## src/slc_defs.svh

```systemverilog
// Register offsets, field positions, reset values and link constants.
`ifndef SLC_DEFS_SVH
`define SLC_DEFS_SVH
`define SLC_A_MODE      12'h200
`define SLC_A_DCM       12'h201
`define SLC_A_FMT       12'h561
`define SLC_A_LRATE     12'h56E
`define SLC_A_QCFG      12'h570
`define SLC_A_LCTL      12'h571
`define SLC_A_DEM0      12'h5C1
`define SLC_A_DEM4      12'h5C5
`define SLC_A_STAT      12'h5F0
`define SLC_QIGN_BIT    5
`define SLC_LOWRATE_BIT 4
`define SLC_PD_BIT      0
`define SLC_FMT_BIT     0
`define SLC_MODE_ONE    4'h1
`define SLC_MODE_TWO    4'h2
`define SLC_MODE_FOUR   4'h3
`define SLC_MODE_REQ    4'h7
`define SLC_MODE_DYN    4'h8
`define SLC_RST_MODE    8'h01
`define SLC_RST_DCM     8'h01
`define SLC_RST_QCFG    8'h49
`define SLC_RST_ZERO    8'h00
`define SLC_LOWRATE_VAL 8'h10
`define SLC_PD_VAL      8'h01
`define SLC_RATE_MIN    3125
`define SLC_RATE_LOW    6250
`define SLC_RATE_MAX    12500
`define SLC_ENC_NUM     10
`define SLC_ENC_DEN     8
`define SLC_NVC         8
`define SLC_NDDC        4
`define SLC_NP          16
`endif

```

## src/slc_pkg.sv

```systemverilog
// Types shared by both ends of the converter mapping link.
package slc_pkg;
  `include "slc_defs.svh"
  typedef logic [`SLC_NP-1:0] slc_smp_t;
  typedef slc_smp_t [`SLC_NVC-1:0] slc_frame_t;
  typedef struct packed {
    logic [`SLC_NVC-1:0] used;
    slc_frame_t          smp;
  } slc_word_t;
  typedef enum {HS_IDLE, HS_PD, HS_QCFG, HS_MODE, HS_DCM, HS_LRATE, HS_PU, HS_CHK,
                HS_WAIT} slc_hst_t;
endpackage : slc_pkg

```

## src/slc_if.sv

```systemverilog
// Interface joining the device end and the receiver end.
`timescale 1ns/1ps
interface slc_if
  import slc_pkg::*;
();
  logic       cfg_wr;
  logic       cfg_rd;
  logic [11:0] cfg_addr;
  logic [7:0] cfg_wdata;
  logic [7:0] cfg_rdata;
  logic       cfg_rvalid;
  slc_word_t  lane_word;
  logic       lane_valid;
  logic       lane_ready;
  modport dev (input cfg_wr, cfg_rd, cfg_addr, cfg_wdata, lane_ready,
               output cfg_rdata, cfg_rvalid, lane_word, lane_valid);
  modport host (output cfg_wr, cfg_rd, cfg_addr, cfg_wdata, lane_ready,
                input cfg_rdata, cfg_rvalid, lane_word, lane_valid);
endinterface : slc_if

```

## src/slc_fifo.sv

```systemverilog
// Small synchronous FIFO with valid and ready on both sides.
`timescale 1ns/1ps
module slc_fifo #(
  parameter int W = 8,
  parameter int D = 4
) (
  // Clock and reset.
  input  wire logic         ref_clk,
  input  wire logic         rst_n,
  // Fill side.
  input  wire logic         in_valid,
  output logic              in_ready,
  input  wire logic [W-1:0] in_data,
  // Drain side.
  output logic              out_valid,
  input  wire logic         out_ready,
  output logic [W-1:0]      out_data
);
  localparam int AW = (D > 1) ? $clog2(D) : 1;
  logic [W-1:0]  mem_r [D];
  logic [AW-1:0] wp_r;
  logic [AW-1:0] rp_r;
  logic [AW:0]   cnt_r;
  logic          push;
  logic          pop;

  assign in_ready  = (cnt_r != (AW+1)'(D));
  assign out_valid = (cnt_r != '0);
  assign out_data  = mem_r[rp_r];
  assign push      = in_valid & in_ready;
  assign pop       = out_valid & out_ready;

  always_ff @(posedge ref_clk) begin
    if (push) begin
      mem_r[wp_r] <= in_data;
    end
  end

  always_ff @(posedge ref_clk) begin
    if (!rst_n) begin
      wp_r <= '0;
      rp_r <= '0;
    end else begin
      if (push) begin
        wp_r <= (wp_r == AW'(D-1)) ? '0 : wp_r + 1'b1;
      end
      if (pop) begin
        rp_r <= (rp_r == AW'(D-1)) ? '0 : rp_r + 1'b1;
      end
    end
  end

  always_ff @(posedge ref_clk) begin
    if (!rst_n) begin
      cnt_r <= '0;
    end else if (push && !pop) begin
      cnt_r <= cnt_r + 1'b1;
    end else if (pop && !push) begin
      cnt_r <= cnt_r - 1'b1;
    end
  end
endmodule : slc_fifo

```

## src/slc_dev.sv

```systemverilog
// Device end: register file, virtual converter mapping and lane output.
`timescale 1ns/1ps
`include "slc_defs.svh"
module slc_dev
  import slc_pkg::*;
#(
  parameter int FIFO_DEPTH = 4
) (
  // Clock and reset.
  input  wire logic                    ref_clk,
  input  wire logic                    rst_n,
  // Link side.
  slc_if.dev                           lnk,
  // Converter samples.
  input  wire logic                    smp_valid,
  output logic                         smp_ready,
  input  wire slc_smp_t [`SLC_NDDC-1:0] ddc_i,
  input  wire slc_smp_t [`SLC_NDDC-1:0] ddc_q,
  input  wire slc_smp_t                adc_a,
  input  wire slc_smp_t                adc_b,
  // Status.
  output logic                         drv_pd,
  output logic                         pll_low_rate,
  output logic                         deemph_en,
  output logic [7:0]                   lane_mult,
  output logic [3:0]                   vc_count,
  output logic                         m_mismatch
);
  logic [7:0]  mode_r;
  logic [7:0]  dcm_r;
  logic [7:0]  fmt_r;
  logic [7:0]  lrate_r;
  logic [7:0]  qcfg_r;
  logic [7:0]  lctl_r;
  logic [7:0]  dem_r [5];
  logic [7:0]  rdata_r;
  logic        rvalid_r;
  logic [7:0]  lane_mult_r;
  logic [3:0]  vc_count_r;
  logic        mismatch_r;
  logic        deemph_r;
  slc_word_t   map_w;
  logic [3:0]  vcnt_w;
  logic [3:0]  qm_w;
  logic        fifo_in_ready;
  logic        fifo_out_valid;
  slc_word_t   fifo_out_data;

  // ****************************************************************
  // Register writes.
  // ****************************************************************
  always_ff @(posedge ref_clk) begin
    if (!rst_n) begin
      mode_r  <= `SLC_RST_MODE;
      dcm_r   <= `SLC_RST_DCM;
      fmt_r   <= `SLC_RST_ZERO;
      lrate_r <= `SLC_RST_ZERO;
      qcfg_r  <= `SLC_RST_QCFG;
      lctl_r  <= `SLC_RST_ZERO;
    end else if (lnk.cfg_wr) begin
      unique case (lnk.cfg_addr)
        `SLC_A_MODE:  mode_r  <= lnk.cfg_wdata;
        `SLC_A_DCM:   dcm_r   <= lnk.cfg_wdata;
        `SLC_A_FMT:   fmt_r   <= lnk.cfg_wdata;
        `SLC_A_LRATE: lrate_r <= lnk.cfg_wdata;
        `SLC_A_QCFG:  qcfg_r  <= lnk.cfg_wdata;
        `SLC_A_LCTL:  lctl_r  <= lnk.cfg_wdata;
        default:      ;
      endcase
    end
  end

  always_ff @(posedge ref_clk) begin
    for (int k = 0; k < 5; k++) begin
      if (!rst_n) begin
        dem_r[k] <= `SLC_RST_ZERO;
      end else if (lnk.cfg_wr && lnk.cfg_addr == `SLC_A_DEM0 + 12'(k)) begin
        dem_r[k] <= lnk.cfg_wdata;
      end
    end
  end

  // ****************************************************************
  // Register reads.
  // ****************************************************************
  always_ff @(posedge ref_clk) begin
    if (!rst_n) begin
      rdata_r  <= 8'h00;
      rvalid_r <= 1'b0;
    end else begin
      rvalid_r <= lnk.cfg_rd;
      if (lnk.cfg_rd) begin
        rdata_r <= 8'h00;
        if (lnk.cfg_addr >= `SLC_A_DEM0 && lnk.cfg_addr <= `SLC_A_DEM4) begin
          rdata_r <= dem_r[3'(lnk.cfg_addr - `SLC_A_DEM0)];
        end
        unique case (lnk.cfg_addr)
          `SLC_A_MODE:  rdata_r <= mode_r;
          `SLC_A_DCM:   rdata_r <= dcm_r;
          `SLC_A_FMT:   rdata_r <= fmt_r;
          `SLC_A_LRATE: rdata_r <= lrate_r;
          `SLC_A_QCFG:  rdata_r <= qcfg_r;
          `SLC_A_LCTL:  rdata_r <= lctl_r;
          `SLC_A_STAT:  rdata_r <= {6'h00, ~fifo_in_ready, mismatch_r};
          default:      ;
        endcase
      end
    end
  end

  assign lnk.cfg_rdata  = rdata_r;
  assign lnk.cfg_rvalid = rvalid_r;

  // ****************************************************************
  // Virtual converter mapping.
  // ****************************************************************
  function automatic slc_smp_t fmt_s(input slc_smp_t s, input logic ob);
    fmt_s = s ^ {ob, {(`SLC_NP-1){1'b0}}};
  endfunction : fmt_s

  always_comb begin
    int   nd;
    logic ab;
    logic qign;
    logic ob;
    nd        = 0;
    ab        = 1'b0;
    qign      = mode_r[`SLC_QIGN_BIT];
    ob        = fmt_r[`SLC_FMT_BIT];
    map_w     = '0;
    unique case (mode_r[3:0])
      `SLC_MODE_ONE:  nd = 1;
      `SLC_MODE_TWO:  nd = 2;
      `SLC_MODE_FOUR: nd = 4;
      `SLC_MODE_REQ,
      `SLC_MODE_DYN:  ab = 1'b1;
      default:        nd = 0;
    endcase
    for (int n = 0; n < `SLC_NDDC; n++) begin
      if (n < nd) begin
        if (qign) begin
          map_w.smp[n]  = fmt_s(ddc_i[n], ob);
          map_w.used[n] = 1'b1;
        end else begin
          map_w.smp[2*n]    = fmt_s(ddc_i[n], ob);
          map_w.smp[2*n+1]  = fmt_s(ddc_q[n], ob);
          map_w.used[2*n]   = 1'b1;
          map_w.used[2*n+1] = 1'b1;
        end
      end
    end
    if (ab) begin
      map_w.smp[0]  = fmt_s(adc_a, ob);
      map_w.smp[1]  = fmt_s(adc_b, ob);
      map_w.used[0] = 1'b1;
      map_w.used[1] = 1'b1;
    end
    vcnt_w = ab ? 4'h2 : (qign ? 4'(nd) : 4'(2 * nd));
  end

  // ****************************************************************
  // Quick configuration decode and lane rate factor.
  // ****************************************************************
  always_comb begin
    unique case (qcfg_r)
      8'h01, 8'h40, 8'h41, 8'h80, 8'h81: qm_w = 4'h1;
      8'h0A, 8'h49, 8'h88, 8'h89:        qm_w = 4'h2;
      8'h13, 8'h52, 8'h91:               qm_w = 4'h4;
      8'h1C, 8'h5B, 8'h9A:               qm_w = 4'h8;
      default:                           qm_w = 4'h0;
    endcase
  end

  always_ff @(posedge ref_clk) begin
    if (!rst_n) begin
      lane_mult_r <= 8'h00;
      vc_count_r  <= 4'h0;
      mismatch_r  <= 1'b0;
      deemph_r    <= 1'b0;
    end else begin
      lane_mult_r <= 8'((16'(qm_w) * `SLC_NP * `SLC_ENC_NUM / `SLC_ENC_DEN)
                        >> qcfg_r[7:6]);
      vc_count_r  <= vcnt_w;
      mismatch_r  <= (qm_w != vcnt_w);
      deemph_r    <= (dem_r[0] | dem_r[1] | dem_r[2] | dem_r[3] | dem_r[4]) != 8'h00;
    end
  end

  assign lane_mult    = lane_mult_r;
  assign vc_count     = vc_count_r;
  assign m_mismatch   = mismatch_r;
  assign deemph_en    = deemph_r;
  assign drv_pd       = lctl_r[`SLC_PD_BIT];
  assign pll_low_rate = lrate_r[`SLC_LOWRATE_BIT];

  // ****************************************************************
  // Frame buffer and the single lane output.
  // ****************************************************************
  slc_fifo #(
    .W ($bits(slc_word_t)),
    .D (FIFO_DEPTH)
  ) u_fifo (
    .ref_clk   (ref_clk),
    .rst_n     (rst_n),
    .in_valid  (smp_valid),
    .in_ready  (fifo_in_ready),
    .in_data   (map_w),
    .out_valid (fifo_out_valid),
    .out_ready (lnk.lane_ready & ~lctl_r[`SLC_PD_BIT]),
    .out_data  (fifo_out_data)
  );

  assign smp_ready      = fifo_in_ready;
  assign lnk.lane_valid = fifo_out_valid & ~lctl_r[`SLC_PD_BIT];
  assign lnk.lane_word  = fifo_out_data;
endmodule : slc_dev

```

## src/flat_wrapper.sv

```systemverilog
// flat-port wrapper written by rule: the top's interface ports become plain ports
module slc_dev_flat import slc_pkg::*;
#(
  parameter int FIFO_DEPTH = 4
)
  (ref_clk, rst_n, smp_valid, smp_ready, ddc_i, ddc_q, adc_a, adc_b, drv_pd, pll_low_rate, deemph_en, lane_mult, vc_count, m_mismatch, lnk_cfg_wr, lnk_cfg_rd, lnk_cfg_addr, lnk_cfg_wdata, lnk_lane_ready, lnk_cfg_rdata, lnk_cfg_rvalid, lnk_lane_word, lnk_lane_valid);
  slc_if lnk_i ();
  input  wire logic ref_clk;
  input  wire logic rst_n;
  input  wire logic smp_valid;
  output logic smp_ready;
  input  wire slc_smp_t [`SLC_NDDC-1:0] ddc_i;
  input  wire slc_smp_t [`SLC_NDDC-1:0] ddc_q;
  input  wire slc_smp_t adc_a;
  input  wire slc_smp_t adc_b;
  output logic drv_pd;
  output logic pll_low_rate;
  output logic deemph_en;
  output logic [7:0] lane_mult;
  output logic [3:0] vc_count;
  output logic m_mismatch;
  input wire logic [$bits(lnk_i.cfg_wr)-1:0] lnk_cfg_wr;
  input wire logic [$bits(lnk_i.cfg_rd)-1:0] lnk_cfg_rd;
  input wire logic [$bits(lnk_i.cfg_addr)-1:0] lnk_cfg_addr;
  input wire logic [$bits(lnk_i.cfg_wdata)-1:0] lnk_cfg_wdata;
  input wire logic [$bits(lnk_i.lane_ready)-1:0] lnk_lane_ready;
  output wire logic [$bits(lnk_i.cfg_rdata)-1:0] lnk_cfg_rdata;
  output wire logic [$bits(lnk_i.cfg_rvalid)-1:0] lnk_cfg_rvalid;
  output wire logic [$bits(lnk_i.lane_word)-1:0] lnk_lane_word;
  output wire logic [$bits(lnk_i.lane_valid)-1:0] lnk_lane_valid;
  assign lnk_i.cfg_wr = lnk_cfg_wr;
  assign lnk_i.cfg_rd = lnk_cfg_rd;
  assign lnk_i.cfg_addr = lnk_cfg_addr;
  assign lnk_i.cfg_wdata = lnk_cfg_wdata;
  assign lnk_i.lane_ready = lnk_lane_ready;
  assign lnk_cfg_rdata = lnk_i.cfg_rdata;
  assign lnk_cfg_rvalid = lnk_i.cfg_rvalid;
  assign lnk_lane_word = lnk_i.lane_word;
  assign lnk_lane_valid = lnk_i.lane_valid;
  slc_dev #(.FIFO_DEPTH(FIFO_DEPTH)) u_core (.ref_clk(ref_clk), .rst_n(rst_n), .lnk(lnk_i), .smp_valid(smp_valid), .smp_ready(smp_ready), .ddc_i(ddc_i), .ddc_q(ddc_q), .adc_a(adc_a), .adc_b(adc_b), .drv_pd(drv_pd), .pll_low_rate(pll_low_rate), .deemph_en(deemph_en), .lane_mult(lane_mult), .vc_count(vc_count), .m_mismatch(m_mismatch));
endmodule
```

## config.mk

```make
export PLATFORM = sky130hd
export DESIGN_NAME = slc_dev_flat
export DESIGN_NICKNAME = d
export VERILOG_FILES = /design/src/slc_pkg.sv /design/src/slc_if.sv /design/src/slc_fifo.sv /design/src/slc_dev.sv /design/src/flat_wrapper.sv
export VERILOG_INCLUDE_DIRS = /design/src
export SDC_FILE = /design/constraint.sdc
export NUM_CORES = 1
export LEC_CHECK = 0
export ABC_CLOCK_PERIOD_IN_PS = 6400
export BUFFER_PORTS_ARGS = -buffer_cell sky130_fd_sc_hd__buf_2
export CAP_MARGIN = 25
export CORE_ASPECT_RATIO = 2
export CORE_MARGIN = 3
export CORE_UTILIZATION = 35
export CTS_BUF_LIST = sky130_fd_sc_hd__clkbuf_2
export CTS_CLUSTER_SIZE = 30
export DETAILED_ROUTE_END_ITERATION = 16
export GPL_TIMING_DRIVEN = 0
export PLACE_DENSITY_LB_ADDON = 0.1
export SETUP_SLACK_MARGIN = 0.02
export SLEW_MARGIN = 25
export SYNTH_ARGS = -nofsm -noshare
export SYNTH_HDL_FRONTEND = slang
export SYNTH_HIERARCHICAL = 1
export SYNTH_SLANG_ARGS = --single-unit
export TNS_END_PERCENT = 30
```

## constraint.sdc

```tcl
create_clock -name ref_clk -period 6.4 [get_ports ref_clk]
set_clock_uncertainty 0.15 [all_clocks]
set_input_delay 0.96 -clock ref_clk [delete_from_list [all_inputs] [get_ports ref_clk]]
set_output_delay 0.96 -clock ref_clk [all_outputs]
set_load 0.02 [all_outputs]
```

==> results of run 1 <==
[sequential cells by signal, summed over array words and instances (netlist names), 2 cells and up, named ones only]
| register | flops |
|---|---|
| u_core/u_fifo/cnt_r | 3 |
| u_core/u_fifo/mem_r | 544 |
| u_core/qcfg_r | 8 |
| u_core/dem_r | 40 |
| u_core/u_fifo/rp_r | 2 |
| u_core/fmt_r | 8 |
| u_core/lnk.cfg_rdata | 8 |
| u_core/lane_mult | 8 |
| u_core/lrate_r | 8 |
| u_core/dcm_r | 8 |
| u_core/u_fifo/wp_r | 2 |
| u_core/vc_count | 4 |
| u_core/mode_r | 8 |
| u_core/lctl_r | 8 |
[kinds of logic (layout without fill, tap and decap cells)]
kind of cell | count (synthesis) | count (layout) | share of synthesized area [%]
fa+ha+maj | 16 | 16 | 0.800
other cells | 1 | 5 | 0.0139
mux | 188 | 188 | 13.7
compound gates | 179 | 179 | 4.85
xor+xnor | 15 | 15 | 0.517
buf+inv | 130 | 958 | 2.18
simple gates | 333 | 333 | 6.71
flops | 664 | 664 | 71.2
[power groups by stage]
stage,sequential (uW),combinational [uW],clock [uW]
5_1_grt,5220,2880,3110
3_3_place_gp,5330,2590,0
4_1_cts,5190,2780,2910
6_report,5190,2690,2750
2_1_floorplan,5290,1650,0
3_5_place_dp,5290,2680,0
[worst min path at each step]
stage	slack, ps	cells past startpoint	to
after detailed placement	290	2	u_core/lrate_r[7]$_SDFFE_PN0P_
after global routing	130	4	u_core/dem_r[2][3]$_SDFFCE_PN0P_
final	250	6	u_core/lnk.cfg_rdata[3]$_SDFFE_PN0P_
after CTS	10	3	u_core/u_fifo/mem_r[1][31]$_DFFE_PP_
after global placement	290	2	u_core/lrate_r[2]$_SDFFE_PN0P_
after floorplan	280	2	u_core/mode_r[7]$_SDFFE_PN0P_
[worst max-delay path: stages, from the launching register on]
cell,delay [ps]
dfxtp_1,310
buf_2,340
buf_2,350
buf_2,390
mux4_2,410
buf_2,190
[per-stage QoR]
stage	total power (uW)	area, sq um	hold WS (ps)	util, %	worst slack (ps)
after CTS	10900	33700	13.5	44.3	1650
after detailed placement	7970	30300	295	39.9	2410
after floorplan	6930	26900	282	-	3160
after global placement	7920	29900	288	39.3	1350
final	10600	33700	252	44.3	2020
after global routing	11200	33700	125	44.3	1750
[synth_stat cells, types with 8 or more instances]
cell type / n
mux2_2: 9
a21oi_1: 30
and2_1: 104
nand2b_1: 9
nand3_1: 11
buf_2: 30
nand2_1: 87
mux2i_1: 35
mux4_2: 144
a31oi_1: 9
nor3_1: 11
ha_1: 14
nor4_1: 12
o21ai_0: 32
inv_1: 33
a22oi_1: 8
edfxtp_1: 584
nor2_1: 51
clkbuf_1: 52
xnor2_1: 11
a222oi_1: 15
dfxtp_1: 80
a221oi_1: 10
a22o_1: 45
[area by class of cell]
type | instances | area (sq um)
fill | 6987 | 42400
sequential | 664 | 19100
multi-input combinational | 732 | 7190
timing repair buffer | 563 | 4090
tap | 1015 | 1270
clock buffer | 223 | 1120
buffer | 96 | 460
clock inverter | 42 | 277
inverter | 34 | 128
antenna | 4 | 10.0
[routing by layer]
| metal | up-vias | share of wire [%] | track usage (%) |
|---|---|---|---|
| met3 | 166 | 6.3 | 4.47 |
| met2 | 642 | 53 | 36.2 |
| met4 | 0 | 3.8 | 8.63 |
| li1 | 7597 | - | - |
| met5 | - | 0 | 0 |
| met1 | 8633 | 37 | 22.5 |
==> impl_metrics.py, run 1 <==
metrics = {
    "status": {
        "outcome": "complete, no violations",
    },
    "drt": {
        "drt_iter0_drc": 1032,
        "routedWlPerCell_um": 23.8,
        "antenna_left": 0,
        "via_count": 17038,
        "drc": 0,
        "via_per_inst": 5.05,
        "routed_wl_mm": 80.4,
        "first_pass_iters": 9,
    },
    "sta": {
        "slew_viol_final": 0,
        "final.min_clock_period_ps": 4380,
        "rsz0062_at_grt": "false",
        "post-route-period-util_pct": 68.4,
        "worst_slew_pin_slew_ps": 964,
        "setup_viol": 0,
        "clock.fmax_mhz": 228,
        "fin_setup_tns_ps": 0,
        "relSlewSlack_pct": 35.1,
        "final-hold-violation-count": 0,
    },
    "clock_network": {
        "cts_buffers": 154,
        "post_cts_buffers": 0,
        "root_buffer": "clkbuf_2",
        "clock_sinks": 664,
        "path_clk_slew_ps": 120,
        "clock_path_buffers": 3,
        "cts_tree": "done",
        "cts.htree.levels": 4,
        "cts_hold_buf": 194,
        "ctsResizeCount": 0,
        "clkLatencyLatePin_ps": 1240,
    },
    "place": {
        "hpwl_mm": 56.3,
        "place.port_buffers": 348,
        "gp_congestion": 0.914,
        "dp.cells": 2910,
    },
    "pwr": {
        "ir_drop_v": 0.000134,
        "p_sw_share_pct": 31.4,
        "p_sw_uw": 3340,
        "p_clk_share_pct": 25.8,
        "p_per_area_nw_per_um2": 316,
        "combinationalPowerShare_pct": 25.4,
        "power_leakage_uw": 0.0121,
        "power.internal_uw": 7290,
        "seqPwrFrac_pct": 48.8,
    },
    "synthesis": {
        "netlist.area_leader.share_pct": 65.2,
        "ys_warn_count": 6,
        "synth_edf_count": 584,
        "async_reset_ff_share_pct": 0,
        "synth_seq_cells": 664,
        "syn_inst": 1526,
        "synth_nets": 1728,
        "yosysTopAreaCell": "edfxtp_1",
        "syn-cell-area_sq_um": 26900,
        "synth_cell_types": 74,
        "synth.yosys.seq_area_share_pct": 71.2,
        "synth_ff_type": "edfxtp_1",
        "synth.avg_cell_area_sq_um": 17.6,
        "ys_top_cells_by_area": "edfxtp_1, mux4_2, dfxtp_1",
    },
    "global_routing": {
        "grt_max_degree": 39,
        "antenna_found_initial": 5,
        "grt_pass1_wl_mm": 118,
        "grt_usage_pct": 20.0,
        "grt_overflow_total": 0,
        "grt_pass1_vias": 18419,
    },
    "floorplan": {
        "die_h_um": 398,
        "dieArea_sq_um": 80400,
        "start_util_pct": 35.4,
        "io_pins": 349,
        "core_area_sq_um": 76000,
        "die_w_um": 202,
        "num_rows": 143,
    },
    "cells_and_area": {
        "area_growth_pct": 25.3,
        "drive_gt1_share_pct": 35.0,
        "final_cell_mix": "edfxtp_1, buf_2, clkbuf_2",
        "layout_commonest_cell": "edfxtp_1",
        "num-nets-final": 2447,
        "instances_no_fill": 3373,
    },
    "flow_run": {
        "drv_cap": 0,
    },
    "critical_path": {
        "reg2reg_slack_ps": 2730,
        "reg2reg_from": "u_core/mode_r[2]$_SDFFE_PN0P_",
        "worstSetupEndpoint": "lnk_lane_word[127]",
        "endpoint_kind": "primary output",
        "path_max_fanout": 10,
        "worstPathRequired_ps": 5290,
        "rr_endpoint": "u_core/u_fifo/mem_r[1][15]$_DFFE_PP_",
        "crit_type": "reg2out",
        "cp.arrival_ps": 3270,
        "start_kind": "flop",
        "r2r_cells": 8,
    },
    "min_path": {
        "hp-class": "in2reg",
        "min-delay-start": "lnk_cfg_addr[9]",
    },
}
No activity file was read; power rests on OpenSTA's default activity.
==> run 2, diff against run 1 <==
Settings changed: ABC_CLOCK_PERIOD_IN_PS 6400 to 4200.
Clock period 6.4 ns to 4.2 ns, I/O delays scaled along.
==> impl_metrics.py, run 2 (synthesis results as in run 1) <==
metrics = {
    "status": {
        "outcome": "finished with violations",
        "violations": "negative setup slack",
    },
    "critical_path": {
        "reg2reg_from": "u_core/mode_r[3]$_SDFFE_PN0P_",
        "worstSetupStartpoint": "lnk_cfg_addr[0]",
        "start_kind": "input pin",
        "crit_type": "in2reg",
        "endpoint_kind": "flop",
        "r2r_cells": 9,
        "reg2reg_slack_ps": 250,
        "cp.arrival_ps": 5280,
        "worstPathRequired_ps": 5260,
        "path_max_fanout": 10,
        "rr_endpoint": "u_core/u_fifo/mem_r[0][24]$_DFFE_PP_",
        "worstSetupEndpoint": "u_core/lnk.cfg_rdata[0]$_SDFFE_PN0P_",
    },
    "pwr": {
        "p_sw_share_pct": 31.4,
        "p_per_area_nw_per_um2": 463,
        "ir_drop_v": 0.000204,
        "combinationalPowerShare_pct": 25.8,
        "power.internal_uw": 11200,
        "power_leakage_uw": 0.0128,
        "seqPwrFrac_pct": 48.5,
        "p_sw_uw": 5120,
        "p_clk_share_pct": 25.7,
    },
    "clock_network": {
        "root_buffer": "clkbuf_2",
        "clock_sinks": 664,
        "cts_tree": "done",
        "cts.htree.levels": 4,
        "cts_buffers": 154,
        "clkLatencyLatePin_ps": 1240,
        "path_clk_slew_ps": 110,
        "clock_path_buffers": 3,
        "post_cts_buffers": 0,
    },
    "sta": {
        "relSlewSlack_pct": 36.7,
        "setup_viol": 1,
        "setup_ws_ps": -21.4,
        "clock.fmax_mhz": 237,
        "rsz0062_at_grt": "true",
        "holdWs_ps": 216,
        "final-hold-violation-count": 0,
        "slew_viol_final": 0,
        "worst_slew_pin_slew_ps": 940,
        "final.min_clock_period_ps": 4220,
        "post-route-period-util_pct": 101,
    },
    "floorplan": {
        "core_area_sq_um": 76000,
        "io_pins": 349,
        "die_h_um": 398,
        "dieArea_sq_um": 80400,
        "num_rows": 143,
        "die_w_um": 202,
        "start_util_pct": 35.4,
    },
    "cells_and_area": {
        "largest_reg_flops": 544,
        "final_cell_mix": "edfxtp_1, buf_2, dlygate4sd3_1",
        "top_register": "u_core/u_fifo/mem_r",
        "top_regs": "u_core/u_fifo/mem_r (544), u_core/dem_r (40)",
        "multi_input_area_sq_um": 7190,
        "seq_area_sq_um": 19100,
        "fillCellCount": 6870,
        "layout_commonest_cell": "edfxtp_1",
        "drive_gt1_share_pct": 32.9,
        "area_growth_pct": 31.0,
        "num-nets-final": 2601,
        "instances_no_fill": 3526,
    },
    "global_routing": {
        "grt_overflow_total": 0,
        "grt_max_degree": 39,
        "grt_pass1_vias": 19451,
        "antenna_found_initial": 6,
        "grt_usage_pct": 20.5,
        "grt_pass1_wl_mm": 122,
    },
    "place": {
        "dp.cells": 2910,
        "hpwl_mm": 56.3,
        "gp_congestion": 0.914,
        "place.port_buffers": 348,
    },
    "drt": {
        "antenna_left": 0,
        "drc": 0,
        "routedWlPerCell_um": 23.4,
        "via_count": 17664,
        "first_pass_iters": 6,
        "routed_wl_mm": 82.5,
        "via_per_inst": 5.01,
        "drt_iter0_drc": 1000,
    },
    "flow_run": {
        "drv_cap": 0,
    },
    "min_path": {
        "min-delay-start": "ddc_i[24]",
        "hp-class": "in2reg",
    },
}
[run 2: changes by cell type in the layout (fill, tap and decap cells not counted), sizes merged]
cell and delta:
diode -1, dlygate4sd3 +154
[run 2: metal layers]
layer | GRT usage, % | share of wire (%)
met2 | 37.3 | 53
met4 | 9.33 | 4.1
met3 | 4.60 | 5.9
met1 | 22.8 | 37
met5 | 0 | 0.013
[run 2: repair_timing]
item	CTS	global route
setup endpoints to repair	63	32
cloned	0	0
hold buffers	348	0
endpoints found under the hold margin	945	0
resized for setup	2	3
[run 2: per-stage QoR]
stage,util [%],setup WS (ps),power (uW),instance area [sq um],TNS (ps)
2_1_floorplan,-,1150,10600,26900,0
3_3_place_gp,39.3,-633,12100,29900,-318600
3_5_place_dp,39.9,492,12200,30300,0
4_1_cts,46.3,42.5,16700,35200,0
5_1_grt,46.3,-56.1,17200,35200,-153
6_report,46.3,-21.4,16300,35200,-21.4
[run 2: final cells by class]
cell class                      count  share of cell area [%]
Inverter                           34                   0.362
Buffer                             96                    1.32
Clock buffer                      223                    3.17
Sequential cell                   664                    54.3
Tap cell                         1015                    3.60
Timing Repair Buffer              717                    16.0
Multi-Input combinational cell    732                    20.4
Antenna cell                        3                  0.0213
Clock inverter                     42                   0.785
[run 2: worst min path at each step]
stage,endpoint,cells past startpoint
CTS,u_core/u_fifo/mem_r[1][40]$_DFFE_PP_,3
floorplan,u_core/mode_r[7]$_SDFFE_PN0P_,2
finish,u_core/u_fifo/mem_r[1][40]$_DFFE_PP_,3
global placement,u_core/lrate_r[2]$_SDFFE_PN0P_,2
detailed placement,u_core/lrate_r[7]$_SDFFE_PN0P_,2
global route,u_core/u_fifo/mem_r[1][40]$_DFFE_PP_,3
[run 2: critical path: stages]
cell and delay, ps:
dlygate4sd3_1 550, buf_2 140, clkbuf_1 360, inv_1 230, ha_1 290, nor4bb_2 470, clkbuf_1 410, nand2_1 100
nand2_1 70, dlygate4sd3_1 540, o211ai_1 110, dlygate4sd3_1 610, a31oi_1 200, dlygate4sd3_1 570
[run 2: power groups by stage]
stage / logic [uW] / registers, uW / clock network, uW
3_5_place_dp: 4080 / 8070 / 0
6_report: 4220 / 7910 / 4190
4_1_cts: 4330 / 7910 / 4440
5_1_grt: 4510 / 7960 / 4730
2_1_floorplan: 2510 / 8050 / 0
3_3_place_gp: 3950 / 8120 / 0
==> run 3, diff against run 2 <==
Settings changed: CORE_ASPECT_RATIO 2 to default, CORE_MARGIN 3 to 2.
==> impl_metrics.py, run 3 (synthesis results as in run 1) <==
metrics = {
    "cells_and_area": {
        "top_regs": "u_core/u_fifo/mem_r (544), u_core/dem_r (40)",
        "multi_input_area_sq_um": 7200,
        "layout_commonest_cell": "edfxtp_1",
        "area_growth_pct": 32.4,
        "seq_area_sq_um": 19100,
        "drive_gt1_share_pct": 33.8,
        "finalCoreUtilization_pct": 46.9,
        "fillCellCount": 6778,
        "largest_reg_flops": 544,
        "final_cell_mix": "edfxtp_1, buf_2, dlygate4sd3_1",
        "num-nets-final": 2638,
        "top_register": "u_core/u_fifo/mem_r",
    },
    "sta": {
        "setup_ws_ps": 126,
        "setup_viol": 0,
        "worst_slew_pin_slew_ps": 941,
        "relSlewSlack_pct": 37.3,
        "clock.fmax_mhz": 245,
        "final.min_clock_period_ps": 4070,
        "final-hold-violation-count": 0,
        "post-route-period-util_pct": 97.0,
        "slew_viol_final": 0,
        "fin_setup_tns_ps": 0,
        "holdWs_ps": 207,
        "rsz0062_at_grt": "false",
    },
    "clock_network": {
        "path_clk_slew_ps": 110,
        "cts_buffers": 173,
        "clock_path_buffers": 3,
        "cts.htree.levels": 4,
        "cts_tree": "done",
        "clock_sinks": 664,
        "root_buffer": "clkbuf_2",
        "clkLatencyLatePin_ps": 1310,
    },
    "status": {
        "outcome": "complete, no violations",
    },
    "pwr": {
        "p_sw_share_pct": 31.7,
        "power.internal_uw": 11300,
        "p_sw_uw": 5240,
        "p_per_area_nw_per_um2": 464,
        "power_leakage_uw": 0.0130,
        "seqPwrFrac_pct": 47.8,
        "ir_drop_v": 0.000246,
        "combinationalPowerShare_pct": 25.5,
        "p_clk_share_pct": 26.7,
    },
    "critical_path": {
        "crit_type": "in2reg",
        "path_max_fanout": 10,
        "rr_endpoint": "u_core/u_fifo/mem_r[1][24]$_DFFE_PP_",
        "reg2reg_slack_ps": 300,
        "start_kind": "input pin",
        "worstPathRequired_ps": 5320,
        "reg2reg_from": "u_core/mode_r[2]$_SDFFE_PN0P_",
        "r2r_cells": 9,
        "endpoint_kind": "flop",
        "cp.arrival_ps": 5190,
    },
    "floorplan": {
        "core_area_sq_um": 75900,
        "io_pins": 349,
        "dieArea_sq_um": 79100,
        "die_w_um": 281,
        "die_h_um": 281,
        "start_util_pct": 35.4,
        "num_rows": 101,
    },
    "min_path": {
        "hp-class": "in2reg",
        "min-delay-start": "adc_a[13]",
        "whs_endpoint": "u_core/u_fifo/mem_r[0][13]$_DFFE_PP_",
        "whs_path_depth": 3,
    },
    "global_routing": {
        "grt_pass1_wl_mm": 117,
        "grt_overflow_total": 0,
        "grt_max_degree": 40,
        "grt_pass1_vias": 19328,
        "antenna_found_initial": 7,
        "grt_usage_pct": 20.1,
    },
    "drt": {
        "first_pass_iters": 9,
        "routedWlPerCell_um": 22.0,
        "antenna_left": 0,
        "via_count": 17811,
        "drt_iter0_drc": 1147,
        "drc": 0,
        "via_per_inst": 4.94,
        "routed_wl_mm": 79.1,
    },
    "place": {
        "gp_congestion": 0.855,
        "pre_cts_slack_ps": 491,
        "hpwl_mm": 52.1,
        "place.port_buffers": 348,
    },
    "flow_run": {
        "drv_cap": 0,
    },
}
## run 3: changes by cell type in the layout (fill, tap and decap cells not counted), sizes merged
cell,delta
clkbuf,+38
dlygate4sd3,+17
clkinvlp,+5
inv,+4
bufinv,-3
buf,+1
diode,+1
## run 3: power by group through the flow
stage               logic, uW  registers (uW)  clock network [uW]
floorplan                2510            8050                   0
global placement         3940            8120                   0
detailed placement       4080            8060                   0
CTS                      4340            7910                4630
global route             4530            7960                4950
finish                   4220            7900                4410
## run 3: what timing repair did
| item | 4_1_cts | 5_1_grt |
|---|---|---|
| resized for setup | 3 | 3 |
| hold buffers | 365 | 0 |
| setup endpoints to repair | 97 | 20 |
| hold endpoints to repair | 916 | 0 |
| buffers inserted | 0 | 0 |
## run 3: layout make-up
cell class              instances  area share [%]
clock inverters                48           0.741
well taps                    1030            3.62
repair buffers                735            16.3
plain buffers                  96            1.31
flip-flops and latches        664            53.7
inverters                      34           0.358
multi-input cells             732            20.2
clock buffers                 261            3.67
diodes                          4          0.0281
## run 3: layer usage
layer	global-route usage, %	vias up	routed length, um
li1	-	8022	-
met1	24.6	9017	32200
met2	33.5	633	39100
met3	5.86	133	5770
met4	8.04	6	2080
met5	0	-	34
## run 3: worst max-delay path by stage
stage | startpoint | endpoint | slack (ps) | depth (start not counted)
6_report | lnk_cfg_addr[2] | u_core/lrate_r[3]$_SDFFE_PN0P_ | 130 | 13
5_1_grt | flop | lnk_lane_word[112] | 60 | 5
4_1_cts | u_core/mode_r[2]$_SDFFE_PN0P_ | u_core/u_fifo/mem_r[0][21]$_DFFE_PP_ | 30 | 9
3_5_place_dp | u_core/mode_r[3]$_SDFFE_PN0P_ | u_core/u_fifo/mem_r[0][90]$_DFFE_PP_ | 490 | 6
3_3_place_gp | u_core/u_fifo/cnt_r[0]$_SDFFE_PN0P_ | u_core/u_fifo/mem_r[2][116]$_DFFE_PP_ | -520 | 3
2_1_floorplan | u_core/u_fifo/cnt_r[0]$_SDFFE_PN0P_ | u_core/u_fifo/mem_r[0][0]$_DFFE_PP_ | 1150 | 3
## run 3: worst max-delay path: stages
cell,delay [ps]
dlygate4sd3_1,510
buf_2,100
clkbuf_1,390
and4b_1,270
dlygate4sd3_1,550
buf_2,230
and3_1,180
dlygate4sd3_1,550
clkbuf_1,350
nand2_1,90
dlygate4sd3_1,560
a21oi_1,180
dlygate4sd3_1,600
## run 3: metrics by stage
stage	area [sq um]	total power (uW)	std cells
global route	35600	17400	3603
CTS	35600	16900	3600
global placement	29900	12100	2904
finish	35600	16500	3604
floorplan	26900	10600	1526
detailed placement	30400	12100	2926
